File: src/rtl/pag_defs.svh
// constants shared by the port access gate
`ifndef PAG_DEFS_SVH
`define PAG_DEFS_SVH
`define PAG_PORT_W 3
`define PAG_EAP_W 32
`define PAG_NPORTS 8
`define PAG_CNT_W 36
// clock rate in hertz and server answer timeout in seconds
`define PAG_CLK_HZ 64'hEE6B280
`define PAG_SRV_TO_S 64'h1E
// unanswered server retransmissions before giving up
`define PAG_MAX_REQ 4'h2
// arbitrary neutral identity values
`define PAG_NAS_IP 32'h0A000001
`define PAG_NAS_ID 32'h00C0FFEE
`define PAG_EAP_NONE 32'h0
`endif

File: src/rtl/pag_pkg.sv
// types of the port access gate
`include "pag_defs.svh"
package pag_pkg;
    typedef logic [`PAG_PORT_W-1:0] pag_port_t;
    typedef logic [`PAG_EAP_W-1:0] pag_eap_t;
    typedef logic [`PAG_CNT_W-1:0] pag_cnt_t;
    typedef enum logic [1:0] {
        PAG_EAPOL_PKT = 2'h0,
        PAG_EAPOL_START = 2'h1,
        PAG_EAPOL_LOGOFF = 2'h2
    } pag_eapol_t;
    typedef enum logic [1:0] {
        PAG_TX_REQ_ID = 2'h0,
        PAG_TX_RELAY = 2'h1,
        PAG_TX_SUCCESS = 2'h2,
        PAG_TX_FAILURE = 2'h3
    } pag_cl_kind_t;
    typedef enum logic [1:0] {
        PAG_SRV_CHALLENGE = 2'h0,
        PAG_SRV_ACCEPT = 2'h1,
        PAG_SRV_REJECT = 2'h2
    } pag_srv_kind_t;
    typedef enum logic [3:0] {
        PAG_P_DOWN = 4'h1,
        PAG_P_UNAUTH = 4'h2,
        PAG_P_WSRV = 4'h4,
        PAG_P_AUTH = 4'h8
    } pag_pst_t;
    typedef struct packed {
        pag_port_t port;
        pag_eapol_t kind;
        pag_eap_t eap;
    } pag_cl_rx_t;
    typedef struct packed {
        pag_port_t port;
        pag_cl_kind_t kind;
        pag_eap_t eap;
    } pag_cl_tx_t;
    typedef struct packed {
        pag_port_t port;
        pag_srv_kind_t kind;
        pag_eap_t eap;
    } pag_srv_rx_t;
    typedef struct packed {
        logic [31:0] nas_ip;
        logic [31:0] nas_id;
        pag_port_t port;
        pag_eap_t eap;
    } pag_srv_tx_t;
    typedef struct packed {
        pag_port_t port;
        logic eapol;
    } pag_frm_t;
endpackage : pag_pkg

File: src/rtl/pag_port_fsm.sv
// per-port authorization state and relay context
`timescale 1ns/100ps
`include "pag_defs.svh"
module pag_port_fsm #(
    parameter pag_pkg::pag_cnt_t TO_CYC = 36'h1,
    parameter logic [3:0] MAX_REQ = `PAG_MAX_REQ
) (
    // clock and reset
    input wire logic ref_clk_i,
    input wire logic sys_rst_i,
    // link and mode
    input wire logic link_up_i,
    input wire logic enable_i,
    // decoded client events
    input wire logic rx_start_i,
    input wire logic rx_logoff_i,
    input wire logic rx_eap_i,
    input wire pag_pkg::pag_eap_t rx_data_i,
    // server answer for this port
    input wire logic srv_vld_i,
    input wire pag_pkg::pag_srv_kind_t srv_kind_i,
    input wire pag_pkg::pag_eap_t srv_data_i,
    // grants from the output arbiters
    input wire logic cl_gnt_i,
    input wire logic sv_gnt_i,
    // state and pending work
    output logic auth_o,
    output logic cl_pend_o,
    output pag_pkg::pag_cl_kind_t cl_kind_o,
    output logic sv_pend_o,
    output pag_pkg::pag_eap_t data_o
);
    pag_pkg::pag_pst_t st_q, st_d;
    logic link_q, link_d, clp_q, clp_d, svp_q, svp_d;
    pag_pkg::pag_cl_kind_t clk_q, clk_d;
    pag_pkg::pag_eap_t dat_q, dat_d;
    pag_pkg::pag_cnt_t tmr_q, tmr_d;
    logic [3:0] try_q, try_d;

    ////////////////////////////////////////////////////////////////////
    // next state; a new event overrides a grant in the same cycle
    always_comb begin
        st_d = st_q;
        link_d = link_up_i;
        clp_d = clp_q & ~cl_gnt_i;
        svp_d = svp_q & ~sv_gnt_i;
        clk_d = clk_q;
        dat_d = dat_q;
        try_d = try_q;
        tmr_d = (tmr_q != '0) ? tmr_q - 36'h1 : tmr_q;
        if (!link_up_i || !enable_i) begin
            st_d = pag_pkg::PAG_P_DOWN;
            clp_d = 1'b0;
            svp_d = 1'b0;
            tmr_d = '0;
        end else begin
            case (st_q)
                pag_pkg::PAG_P_DOWN: begin
                    st_d = pag_pkg::PAG_P_UNAUTH;
                    if (!link_q) begin
                        clp_d = 1'b1;
                        clk_d = pag_pkg::PAG_TX_REQ_ID;
                    end
                end
                // silent client: no timer, port simply stays closed
                pag_pkg::PAG_P_UNAUTH: begin
                    if (rx_eap_i) begin
                        dat_d = rx_data_i;
                        svp_d = 1'b1;
                        try_d = 4'h0;
                        tmr_d = TO_CYC;
                        st_d = pag_pkg::PAG_P_WSRV;
                    end
                end
                pag_pkg::PAG_P_WSRV: begin
                    if (srv_vld_i) begin
                        dat_d = srv_data_i;
                        clp_d = 1'b1;
                        tmr_d = '0;
                        st_d = pag_pkg::PAG_P_UNAUTH;
                        clk_d = pag_pkg::PAG_TX_FAILURE;
                        if (srv_kind_i == pag_pkg::PAG_SRV_ACCEPT) begin
                            st_d = pag_pkg::PAG_P_AUTH;
                            clk_d = pag_pkg::PAG_TX_SUCCESS;
                        end else if (srv_kind_i ==
                                     pag_pkg::PAG_SRV_CHALLENGE) begin
                            clk_d = pag_pkg::PAG_TX_RELAY;
                        end
                    end else if (tmr_q == 36'h1) begin
                        if (try_q >= MAX_REQ) begin
                            clp_d = 1'b1;
                            clk_d = pag_pkg::PAG_TX_FAILURE;
                            st_d = pag_pkg::PAG_P_UNAUTH;
                        end else begin
                            svp_d = 1'b1;
                            try_d = try_q + 4'h1;
                            tmr_d = TO_CYC;
                        end
                    end
                end
                pag_pkg::PAG_P_AUTH: begin
                    st_d = pag_pkg::PAG_P_AUTH;
                end
                default: begin
                    st_d = pag_pkg::PAG_P_DOWN;
                end
            endcase
            // a start restarts the exchange from the identity step
            if (rx_start_i && st_q != pag_pkg::PAG_P_DOWN) begin
                clp_d = 1'b1;
                clk_d = pag_pkg::PAG_TX_REQ_ID;
                svp_d = 1'b0;
                tmr_d = '0;
                st_d = pag_pkg::PAG_P_UNAUTH;
            end
            if (rx_logoff_i && st_q != pag_pkg::PAG_P_DOWN) begin
                st_d = pag_pkg::PAG_P_UNAUTH;
                svp_d = 1'b0;
                tmr_d = '0;
            end
        end
    end

    // registers of this port only
    always_ff @(posedge ref_clk_i) begin
        if (sys_rst_i) begin
            st_q <= pag_pkg::PAG_P_DOWN;
            link_q <= 1'b0;
            clp_q <= 1'b0;
            svp_q <= 1'b0;
            clk_q <= pag_pkg::PAG_TX_REQ_ID;
            dat_q <= '0;
            tmr_q <= '0;
            try_q <= 4'h0;
        end else begin
            st_q <= st_d;
            link_q <= link_d;
            clp_q <= clp_d;
            svp_q <= svp_d;
            clk_q <= clk_d;
            dat_q <= dat_d;
            tmr_q <= tmr_d;
            try_q <= try_d;
        end
    end

    assign auth_o = (st_q == pag_pkg::PAG_P_AUTH);
    assign cl_pend_o = clp_q;
    assign cl_kind_o = clk_q;
    assign sv_pend_o = svp_q;
    assign data_o = dat_q;

    ////////////////////////////////////////////////////////////////////
    a_link_down_drop: assert property (
        @(posedge ref_clk_i) disable iff (sys_rst_i)
        !link_up_i |=> st_q == pag_pkg::PAG_P_DOWN && !clp_q)
        else $error("port not closed after link loss");
    a_link_rise_id: assert property (
        @(posedge ref_clk_i) disable iff (sys_rst_i)
        enable_i && link_up_i && !link_q && !rx_start_i && !rx_logoff_i
        |=> clp_q && clk_q == pag_pkg::PAG_TX_REQ_ID)
        else $error("no identity request after link up");
    a_logoff_closes: assert property (
        @(posedge ref_clk_i) disable iff (sys_rst_i)
        enable_i && link_up_i && rx_logoff_i && st_q != pag_pkg::PAG_P_DOWN
        |=> st_q == pag_pkg::PAG_P_UNAUTH)
        else $error("logoff did not close the port");
    a_retry_limit: assert property (
        @(posedge ref_clk_i) disable iff (sys_rst_i)
        enable_i && link_up_i && st_q == pag_pkg::PAG_P_WSRV
        && tmr_q == 36'h1 && try_q == MAX_REQ && !srv_vld_i
        && !rx_start_i && !rx_logoff_i
        |=> st_q == pag_pkg::PAG_P_UNAUTH
        && clk_q == pag_pkg::PAG_TX_FAILURE)
        else $error("server silence not turned into failure");
    a_accept_opens: assert property (
        @(posedge ref_clk_i) disable iff (sys_rst_i)
        enable_i && link_up_i && st_q == pag_pkg::PAG_P_WSRV && srv_vld_i
        && srv_kind_i == pag_pkg::PAG_SRV_ACCEPT
        && !rx_start_i && !rx_logoff_i
        |=> auth_o && clp_q && clk_q == pag_pkg::PAG_TX_SUCCESS)
        else $error("accept did not open the port");
endmodule : pag_port_fsm

File: src/rtl/pag_gate.sv
// port access gate: per-port authenticator, relay and traffic filter
`timescale 1ns/100ps
`include "pag_defs.svh"
// Function
// - auto ports start unauthorized and pass only protocol frames then.
// - successful authentication authorizes the port for all traffic.
// - link up on an auto port sends an identity request.
// - a start frame from the client triggers an identity request.
// - client EAP goes to the server stripped and rewrapped.
// - relayed EAP content is carried unchanged and not interpreted.
// - server EAP goes to the client rewrapped for Ethernet.
// - server packets also carry device address, name and port.
// - server verdict is passed to the client and opens/blocks port.
// - a silent client leaves its port unauthorized.
// - after failure the port stays closed but may retry.
// - unanswered server requests are retried, then count as failure.
// - a logoff frame returns the port to unauthorized.
// - link loss returns the port to unauthorized.
// - with authentication off, client protocol frames are dropped.
// - with authentication globally off, all ports forward.
module pag_gate #(
    parameter int NPORTS = `PAG_NPORTS,
    parameter pag_pkg::pag_cnt_t SRV_TO_CYC =
        pag_pkg::pag_cnt_t'(`PAG_SRV_TO_S * `PAG_CLK_HZ),
    parameter logic [3:0] MAX_REQ = `PAG_MAX_REQ,
    parameter logic [31:0] NAS_IP = `PAG_NAS_IP, // arbitrary value
    parameter logic [31:0] NAS_ID = `PAG_NAS_ID // arbitrary value
) (
    // clock and reset
    input wire logic ref_clk_i,
    input wire logic sys_rst_i,
    // link pins and configuration
    input wire logic [NPORTS-1:0] link_up_i,
    input wire logic glob_en_i,
    input wire logic [NPORTS-1:0] auto_port_authentication_setting_i,
    // protocol frames from clients
    input wire logic cl_rx_vld_i,
    input wire pag_pkg::pag_cl_rx_t cl_rx_i,
    // packets from the authentication server
    input wire logic srv_rx_vld_i,
    input wire pag_pkg::pag_srv_rx_t srv_rx_i,
    // traffic to be filtered, either direction
    input wire logic frm_vld_i,
    input wire pag_pkg::pag_frm_t frm_i,
    // protocol frames to clients
    output logic cl_tx_vld_o,
    output pag_pkg::pag_cl_tx_t cl_tx_o,
    // packets to the server
    output logic srv_tx_vld_o,
    output pag_pkg::pag_srv_tx_t srv_tx_o,
    // filter verdict and port status
    output logic frm_pass_o,
    output logic frm_drop_o,
    output logic [NPORTS-1:0] port_auth_o
);
    localparam int PW = `PAG_PORT_W;

    logic [NPORTS-1:0] link_s1_q, link_s2_q;
    logic [NPORTS-1:0] en_w, auth_w, clp_w, svp_w, cl_gnt, sv_gnt;
    pag_pkg::pag_cl_kind_t kind_w [NPORTS];
    pag_pkg::pag_eap_t data_w [NPORTS];
    logic cl_vld_q, cl_vld_d, sv_vld_q, sv_vld_d;
    pag_pkg::pag_cl_tx_t cl_tx_q, cl_tx_d;
    pag_pkg::pag_srv_tx_t sv_tx_q, sv_tx_d;
    logic pass_q, pass_d, drop_q, drop_d;
    logic [NPORTS-1:0] pauth_q, pauth_d;

    // one-hot select of a port number
    function automatic logic [NPORTS-1:0] pag_dec(
        input pag_pkg::pag_port_t p
    );
        logic [NPORTS-1:0] r;
        r = '0;
        for (int i = 0; i < NPORTS; i++) begin
            r[i] = (p == pag_pkg::pag_port_t'(i));
        end
        return r;
    endfunction : pag_dec

    // lowest pending port wins, result is {found, index}
    function automatic logic [PW:0] pag_first(
        input logic [NPORTS-1:0] v
    );
        logic [PW:0] r;
        r = '0;
        for (int i = NPORTS - 1; i >= 0; i--) begin
            if (v[i]) begin
                r = {1'b1, pag_pkg::pag_port_t'(i)};
            end
        end
        return r;
    endfunction : pag_first

    ////////////////////////////////////////////////////////////////////
    // link pins cross into this clock through two flops
    always_ff @(posedge ref_clk_i) begin
        if (sys_rst_i) begin
            link_s1_q <= '0;
            link_s2_q <= '0;
        end else begin
            link_s1_q <= link_up_i;
            link_s2_q <= link_s1_q;
        end
    end

    ////////////////////////////////////////////////////////////////////
    // one independent controller per port
    logic [NPORTS-1:0] cl_hit, sv_hit;
    assign cl_hit = pag_dec(cl_rx_i.port) & {NPORTS{cl_rx_vld_i}};
    assign sv_hit = pag_dec(srv_rx_i.port) & {NPORTS{srv_rx_vld_i}};
    assign en_w = {NPORTS{glob_en_i}} & auto_port_authentication_setting_i;

    generate
        for (genvar g = 0; g < NPORTS; g++) begin : g_port
            logic ev_ok;
            // protocol frames on a disabled port go nowhere
            assign ev_ok = cl_hit[g] & en_w[g];
            pag_port_fsm #(
                .TO_CYC(SRV_TO_CYC),
                .MAX_REQ(MAX_REQ)
            ) u_port (
                .ref_clk_i(ref_clk_i),
                .sys_rst_i(sys_rst_i),
                .link_up_i(link_s2_q[g]),
                .enable_i(en_w[g]),
                .rx_start_i(ev_ok
                    && cl_rx_i.kind == pag_pkg::PAG_EAPOL_START),
                .rx_logoff_i(ev_ok
                    && cl_rx_i.kind == pag_pkg::PAG_EAPOL_LOGOFF),
                .rx_eap_i(ev_ok
                    && cl_rx_i.kind == pag_pkg::PAG_EAPOL_PKT),
                .rx_data_i(cl_rx_i.eap),
                .srv_vld_i(sv_hit[g]),
                .srv_kind_i(srv_rx_i.kind),
                .srv_data_i(srv_rx_i.eap),
                .cl_gnt_i(cl_gnt[g]),
                .sv_gnt_i(sv_gnt[g]),
                .auth_o(auth_w[g]),
                .cl_pend_o(clp_w[g]),
                .cl_kind_o(kind_w[g]),
                .sv_pend_o(svp_w[g]),
                .data_o(data_w[g])
            );
        end
    endgenerate

    ////////////////////////////////////////////////////////////////////
    // output arbiters; a port waits while a lower port is served
    logic [PW:0] cl_sel, sv_sel;
    assign cl_sel = pag_first(clp_w);
    assign sv_sel = pag_first(svp_w);

    always_comb begin
        cl_vld_d = cl_sel[PW];
        sv_vld_d = sv_sel[PW];
        cl_tx_d = cl_tx_q;
        sv_tx_d = sv_tx_q;
        cl_gnt = '0;
        sv_gnt = '0;
        if (cl_sel[PW]) begin
            cl_gnt = pag_dec(cl_sel[PW-1:0]);
            cl_tx_d.port = cl_sel[PW-1:0];
            cl_tx_d.kind = kind_w[cl_sel[PW-1:0]];
            // identity request has no relayed content of its own
            cl_tx_d.eap = (cl_tx_d.kind == pag_pkg::PAG_TX_REQ_ID)
                ? `PAG_EAP_NONE : data_w[cl_sel[PW-1:0]];
        end
        if (sv_sel[PW]) begin
            sv_gnt = pag_dec(sv_sel[PW-1:0]);
            sv_tx_d.nas_ip = NAS_IP;
            sv_tx_d.nas_id = NAS_ID;
            sv_tx_d.port = sv_sel[PW-1:0];
            sv_tx_d.eap = data_w[sv_sel[PW-1:0]];
        end
    end

    // traffic filter, one cycle of latency
    always_comb begin
        pauth_d = auth_w | ~en_w;
        pass_d = 1'b0;
        drop_d = 1'b0;
        if (frm_vld_i) begin
            if (frm_i.eapol) begin
                pass_d = en_w[frm_i.port];
            end else begin
                pass_d = pauth_d[frm_i.port];
            end
            drop_d = ~pass_d;
        end
    end

    always_ff @(posedge ref_clk_i) begin
        if (sys_rst_i) begin
            cl_vld_q <= 1'b0;
            sv_vld_q <= 1'b0;
            cl_tx_q <= '0;
            sv_tx_q <= '0;
            pass_q <= 1'b0;
            drop_q <= 1'b0;
            pauth_q <= '0;
        end else begin
            cl_vld_q <= cl_vld_d;
            sv_vld_q <= sv_vld_d;
            cl_tx_q <= cl_tx_d;
            sv_tx_q <= sv_tx_d;
            pass_q <= pass_d;
            drop_q <= drop_d;
            pauth_q <= pauth_d;
        end
    end

    assign cl_tx_vld_o = cl_vld_q;
    assign cl_tx_o = cl_tx_q;
    assign srv_tx_vld_o = sv_vld_q;
    assign srv_tx_o = sv_tx_q;
    assign frm_pass_o = pass_q;
    assign frm_drop_o = drop_q;
    assign port_auth_o = pauth_q;

    ////////////////////////////////////////////////////////////////////
    a_unauth_blocks: assert property (
        @(posedge ref_clk_i) disable iff (sys_rst_i)
        frm_vld_i && !frm_i.eapol && en_w[frm_i.port]
        && !auth_w[frm_i.port] |=> frm_drop_o && !frm_pass_o)
        else $error("data passed an unauthorized port");
    a_glob_off_fwd: assert property (
        @(posedge ref_clk_i) disable iff (sys_rst_i)
        !glob_en_i |=> port_auth_o == {NPORTS{1'b1}})
        else $error("port closed while authentication is off");
    a_eapol_dropped: assert property (
        @(posedge ref_clk_i) disable iff (sys_rst_i)
        frm_vld_i && frm_i.eapol && !en_w[frm_i.port] |=> frm_drop_o)
        else $error("protocol frame passed a disabled port");
    a_srv_attrs: assert property (
        @(posedge ref_clk_i) disable iff (sys_rst_i)
        svp_w != '0 |=> srv_tx_vld_o && srv_tx_o.nas_ip == NAS_IP
        && srv_tx_o.nas_id == NAS_ID
        && srv_tx_o.eap == $past(data_w[sv_sel[PW-1:0]]))
        else $error("server packet missing attributes or content");
endmodule : pag_gate

File: config.mk
export PLATFORM = sky130hd
export DESIGN_NAME = pag_gate
export DESIGN_NICKNAME = d
export VERILOG_FILES = /design/src/rtl/pag_pkg.sv /design/src/rtl/pag_port_fsm.sv /design/src/rtl/pag_gate.sv
export VERILOG_INCLUDE_DIRS = /design/src /design/src/rtl
export SDC_FILE = /design/constraint.sdc
export NUM_CORES = 2
export LEC_CHECK = 0
export BUFFER_PORTS_ARGS = -buffer_cell sky130_fd_sc_hd__buf_2
export CAP_MARGIN = 20
export CELL_PAD_IN_SITES_DETAIL_PLACEMENT = 0
export CELL_PAD_IN_SITES_GLOBAL_PLACEMENT = 1
export CORE_MARGIN = 2
export CORE_UTILIZATION = 40
export DETAILED_ROUTE_END_ITERATION = 7
export GPL_TIMING_DRIVEN = 0
export PLACE_DENSITY_LB_ADDON = 0.1
export SLEW_MARGIN = 20
export SYNTH_ARGS = -nofsm -noshare
export SYNTH_HDL_FRONTEND = slang
export SYNTH_SLANG_ARGS = --single-unit
export TNS_END_PERCENT = 100
File: constraint.sdc
create_clock -name ref_clk_i -period 4.1 [get_ports ref_clk_i]
set_clock_uncertainty 0.05 [all_clocks]
set_input_delay 0.615 -clock ref_clk_i [delete_from_list [all_inputs] [get_ports ref_clk_i]]
set_output_delay 0.615 -clock ref_clk_i [all_outputs]
set_load 0.05 [all_outputs]
==> impl_summary.log <==
INFO  metric run_status = complete, but fails checks
INFO  metric failed_checks = negative setup slack
INFO  metric detail_route.wirelength = 170000 um
INFO  metric drive_above_1_share = 9.08%
INFO  metric most_used_cells_in_the_layout_excluding_fill_and_tap_cells = sky130_fd_sc_hd__nand2_1, sky130_fd_sc_hd__dfxtp_1, sky130_fd_sc_hd__nor2_1
INFO  metric p_switching = 0.00410 W
INFO  metric place_congestion = 0.982
INFO  metric worst-path-max-fanout = 10
INFO  metric reg2reg_to = srv_tx_o[30]
INFO  metric vias = 39700
INFO  metric setup.worst_path.end_class = flip-flop
INFO  metric fmaxAchievable = 231 MHz
INFO  metric layout_filler_cell_count = 9664
INFO  metric synthToLayoutAreaGrowth = 15.7%
INFO  metric post-synth-top-area-fraction = 39.2%
INFO  metric first_global_vias = 36700
INFO  metric clock_sink_count = 749
INFO  metric finalHoldWorstSlack = 0.115 ns
INFO  metric synth_async_sr_flop_share = 0%
INFO  metric fp.dieH = 313 um
INFO  metric die_area = 98200 sq um
INFO  metric cap_violations = 0
INFO  metric placed_cell_area = 40900 sq um
INFO  metric max_slew.worst_pin.slew = 1.44 ns
INFO  metric drt.antenna.violating_nets = 0
INFO  metric post-synth-top-area-cell = sky130_fd_sc_hd__dfxtp_1
INFO  metric comb_power_share = 4.9%
INFO  metric power_leakage = 15.6 nW
INFO  metric tritoncts_clock_tree = yes
INFO  metric cts-root-buf = sky130_fd_sc_hd__clkbuf_16
INFO  metric remaining_design_rule_violation_count = 0
INFO  metric yosysWarnings = 0
INFO  metric synth_compound_area_share = 18.3%
INFO  metric ios = 248
INFO  metric grt_pass1_wl = 246000 um
INFO  metric dp_hpwl = 117000 um
INFO  metric timing.reg2reg.setup_slack = -0.24 ns
INFO  metric wl_per_cell = 25.9 um
INFO  metric synth_cells = 4953
INFO  metric hold_path_class = input port to flip-flop
INFO  metric synth_seq_cells = 749
INFO  metric post_synth_fa_ha_maj_area_fraction = 1.28%
INFO  metric final_max_slew_viol_count = 0
INFO  metric cts_buffer_depth = 3
INFO  metric maximum_number_of_pins_on_one_net_before_global_route_repair = 21
INFO  metric swShare = 24.1%
INFO  metric worst_setup_path_start_kind = flip-flop
INFO  metric hold_depth = 2
INFO  metric cts-htree-levels = 3
INFO  metric finish.net_count = 5372
INFO  metric gr-usage-all-layers = 33.6%
INFO  metric setup_violating_endpoint_count_in_the_final_report = 26
INFO  metric rr_worst_depth = 8
INFO  metric drt_pre_antenna_iters = 7
INFO  metric drt_iter0_drc = 4775
INFO  metric numPortBuffers = 135
INFO  metric starting_density = 40.3%
INFO  metric number_of_enable_flip_flop_cells_after_synthesis = 0
INFO  metric postLayoutSetupSlackWorst = -0.236 ns
INFO  metric critical_path.reg2reg.startpoint = g_port[0].u_port.sv_pend_o
INFO  metric post_cts_buffers = 0
INFO  metric arrival = 4.84 ns
INFO  metric multiInputGateArea = 21500 sq um
INFO  metric std_cell_rows = 113
INFO  metric antenna_found_initial = 21
INFO  metric most_frequent_standard_cell_in_the_layout_excluding_fill_and_tap_cells = sky130_fd_sc_hd__nand2_1
INFO  metric worstSkewPairLatency = 0.70 ns
INFO  metric overflow = 0
INFO  metric worstPathRequired = 4.60 ns
INFO  metric power.share.sequential = 42.9%
INFO  metric combinational_family_with_the_most_area_after_synthesis = simple AND/OR/NAND/NOR gates
INFO  metric via_per_inst = 6.04
INFO  metric cts-buffers-inserted = 89
INFO  metric power_density = 385 nW/um^2
INFO  metric netlist_area = 38300 sq um
INFO  metric syn_area_per_cell = 7.73 sq um
INFO  metric postSynth.topFlopCell = sky130_fd_sc_hd__dfxtp_1
INFO  metric register_area = 15000 sq um
INFO  metric slew_headroom = 4.31%
INFO  metric final_worst_path_period_share = 106%
INFO  metric final_period_minus_worst_setup_slack = 4.34 ns
INFO  metric hold_violations = 0
INFO  metric synth-simple-area-share = 27.5%
INFO  metric max-vdd-ir-drop = 294 uV
INFO  metric post_synth_num_cell_types = 86
INFO  metric synth.top_cells.by_area = sky130_fd_sc_hd__dfxtp_1, sky130_fd_sc_hd__nand2_1, sky130_fd_sc_hd__nor2_1
INFO  metric critPathKind = flip-flop to flip-flop
INFO  metric clock_power_share = 52.2%
INFO  metric die-width = 313 um
INFO  metric muxShareOfSynthArea = 2.30%
INFO  metric placeableCoreArea = 94900 sq um
INFO  metric p_int = 0.0129 W
INFO  metric clk_pin_slew_worst_paths = 0.06 ns
INFO  metric setup_repair_after_global_routing_missed_its_margin = no
INFO  metric finalInstanceArea = 44300 sq um
INFO  metric holdPathEnd = link_s1_q[0]
INFO  metric timing.hold.worst.start = link_up_i[0]
INFO  metric synth_xor_area_share = 5.88%
INFO  metric register_area_share_after_synthesis = 39.2%
-- synth_stat cells, types with 32 or more instances --
cell                       instances
sky130_fd_sc_hd__nand2_1         826
sky130_fd_sc_hd__dfxtp_1         749
sky130_fd_sc_hd__nor2_1          645
sky130_fd_sc_hd__clkbuf_1        287
sky130_fd_sc_hd__a21oi_1         251
sky130_fd_sc_hd__a311oi_1        199
sky130_fd_sc_hd__o21ai_0         190
sky130_fd_sc_hd__nand3_1         160
sky130_fd_sc_hd__xnor2_1         158
sky130_fd_sc_hd__nor3_1          150
sky130_fd_sc_hd__xor2_1           99
sky130_fd_sc_hd__a211oi_1         98
sky130_fd_sc_hd__nor4_1           86
sky130_fd_sc_hd__o22ai_1          84
sky130_fd_sc_hd__buf_1            79
sky130_fd_sc_hd__mux2i_1          78
sky130_fd_sc_hd__buf_4            63
sky130_fd_sc_hd__or3_1            63
sky130_fd_sc_hd__inv_1            58
sky130_fd_sc_hd__or4_1            57
sky130_fd_sc_hd__nand2b_1         52
sky130_fd_sc_hd__nor2b_1          42
sky130_fd_sc_hd__ha_1             39
sky130_fd_sc_hd__o31ai_1          36
sky130_fd_sc_hd__a31oi_1          33
sky130_fd_sc_hd__o221ai_1         32
-- flip-flops by register name (all words and copies together) (netlist names) --
signal / count
g_port.u_port.tmr_q: 288
g_port.u_port.data_o: 256
cl_tx_o: 37
srv_tx_o: 36
g_port.u_port.st_q: 32
g_port.u_port.try_q: 32
g_port.u_port.cl_kind_o: 16
g_port.u_port.cl_pend_o: 8
g_port.u_port.link_q: 8
g_port.u_port.sv_pend_o: 8
link_s1_q: 8
link_s2_q: 8
port_auth_o: 8
cl_tx_vld_o: 1
frm_drop_o: 1
frm_pass_o: 1
srv_tx_vld_o: 1
-- critical path, cell delays in order, from the launching register on --
cell and delay [ns]:
sky130_fd_sc_hd__dfxtp_1 0.40, sky130_fd_sc_hd__clkbuf_1 0.40, sky130_fd_sc_hd__nor2_2 0.58, sky130_fd_sc_hd__nand2_2 0.49
sky130_fd_sc_hd__nor2_2 1.06, sky130_fd_sc_hd__nor2_1 0.56, sky130_fd_sc_hd__clkbuf_1 0.40, sky130_fd_sc_hd__nand3_1 0.14
sky130_fd_sc_hd__o21ai_0 0.07
-- repair_timing --
action	in CTS	in global routing
hold buffers	0	0
setup endpoints to repair	49	21
gates resized for setup	11	5
-- cell families after synthesis --
group / Yosys count
buffers and inverters: 498
adders and majority gates: 39
other: 1
and+or+nand+nor: 2274
DFF: 749
muxes: 85
AOI/OAI and AO/OA: 1050
xor gates and xnor gates: 257
-- layout make-up --
type | instances | area share, %
timing repair buffer | 146 | 1.79
sequential | 749 | 33.9
multi-input combinational | 3750 | 48.5
clock inverter | 34 | 1.16
tap | 1265 | 3.58
buffer | 439 | 4.36
antenna | 11 | 0.0622
inverter | 58 | 0.492
clock buffer | 130 | 6.23
-- power by group through the flow --
| stage | combinational (W) | sequential (W) | clock, W |
|---|---|---|---|
| 2_1_floorplan | 0.000454 | 0.00750 | 0 |
| 3_3_place_gp | 0.000795 | 0.00747 | 0 |
| 3_5_place_dp | 0.000799 | 0.00747 | 0 |
| 4_1_cts | 0.000801 | 0.00731 | 0.00897 |
| 5_1_grt | 0.000862 | 0.00731 | 0.00925 |
| 6_report | 0.000839 | 0.00731 | 0.00889 |
-- per-stage QoR --
stage                     util, %  TNS, ns  std cells  setup WS (ns)  power, W
final                        46.7    -4.21       6582         -0.236    0.0170
after global routing         46.6        0       6575        0.00217    0.0174
after global placement       42.9  -116.04       6397          -1.14   0.00827
after detailed placement     43.1   -25.48       6407          -1.13   0.00827
after CTS                    46.6        0       6571         0.0246    0.0171
after floorplan                 -        0       4997           1.14   0.00795
-- per-layer routing --
| layer | part of all wire, % | global-route usage (%) | vias up |
|---|---|---|---|
| li1 | - | - | 18000 |
| met1 | 41 | 44.7 | 18900 |
| met2 | 41 | 49.0 | 2213 |
| met3 | 11 | 9.30 | 559 |
| met4 | 6.1 | 18.6 | 18 |
| met5 | 0.067 | 0 | - |
-- worst max path at each step --
stage / slack [ns] / startpoint / cells after the start / to
after floorplan: 1.14 / g_port[5].u_port.tmr_q[16] / 9 / g_port[5].u_port.tmr_q[32]
after CTS: 0.02 / g_port[4].u_port.cl_pend_o / 8 / cl_tx_o[20]
after global routing: 0.002 / g_port[0].u_port.sv_pend_o / 8 / srv_tx_o[22]
final: -0.24 / g_port[0].u_port.sv_pend_o / 8 / srv_tx_o[30]
after detailed placement: -1.13 / g_port[0].u_port.sv_pend_o / 8 / g_port[7].u_port.sv_pend_o
after global placement: -1.14 / g_port[4].u_port.sv_pend_o / 6 / g_port[7].u_port.sv_pend_o
Note: power is estimated with default switching activity, not from simulation.
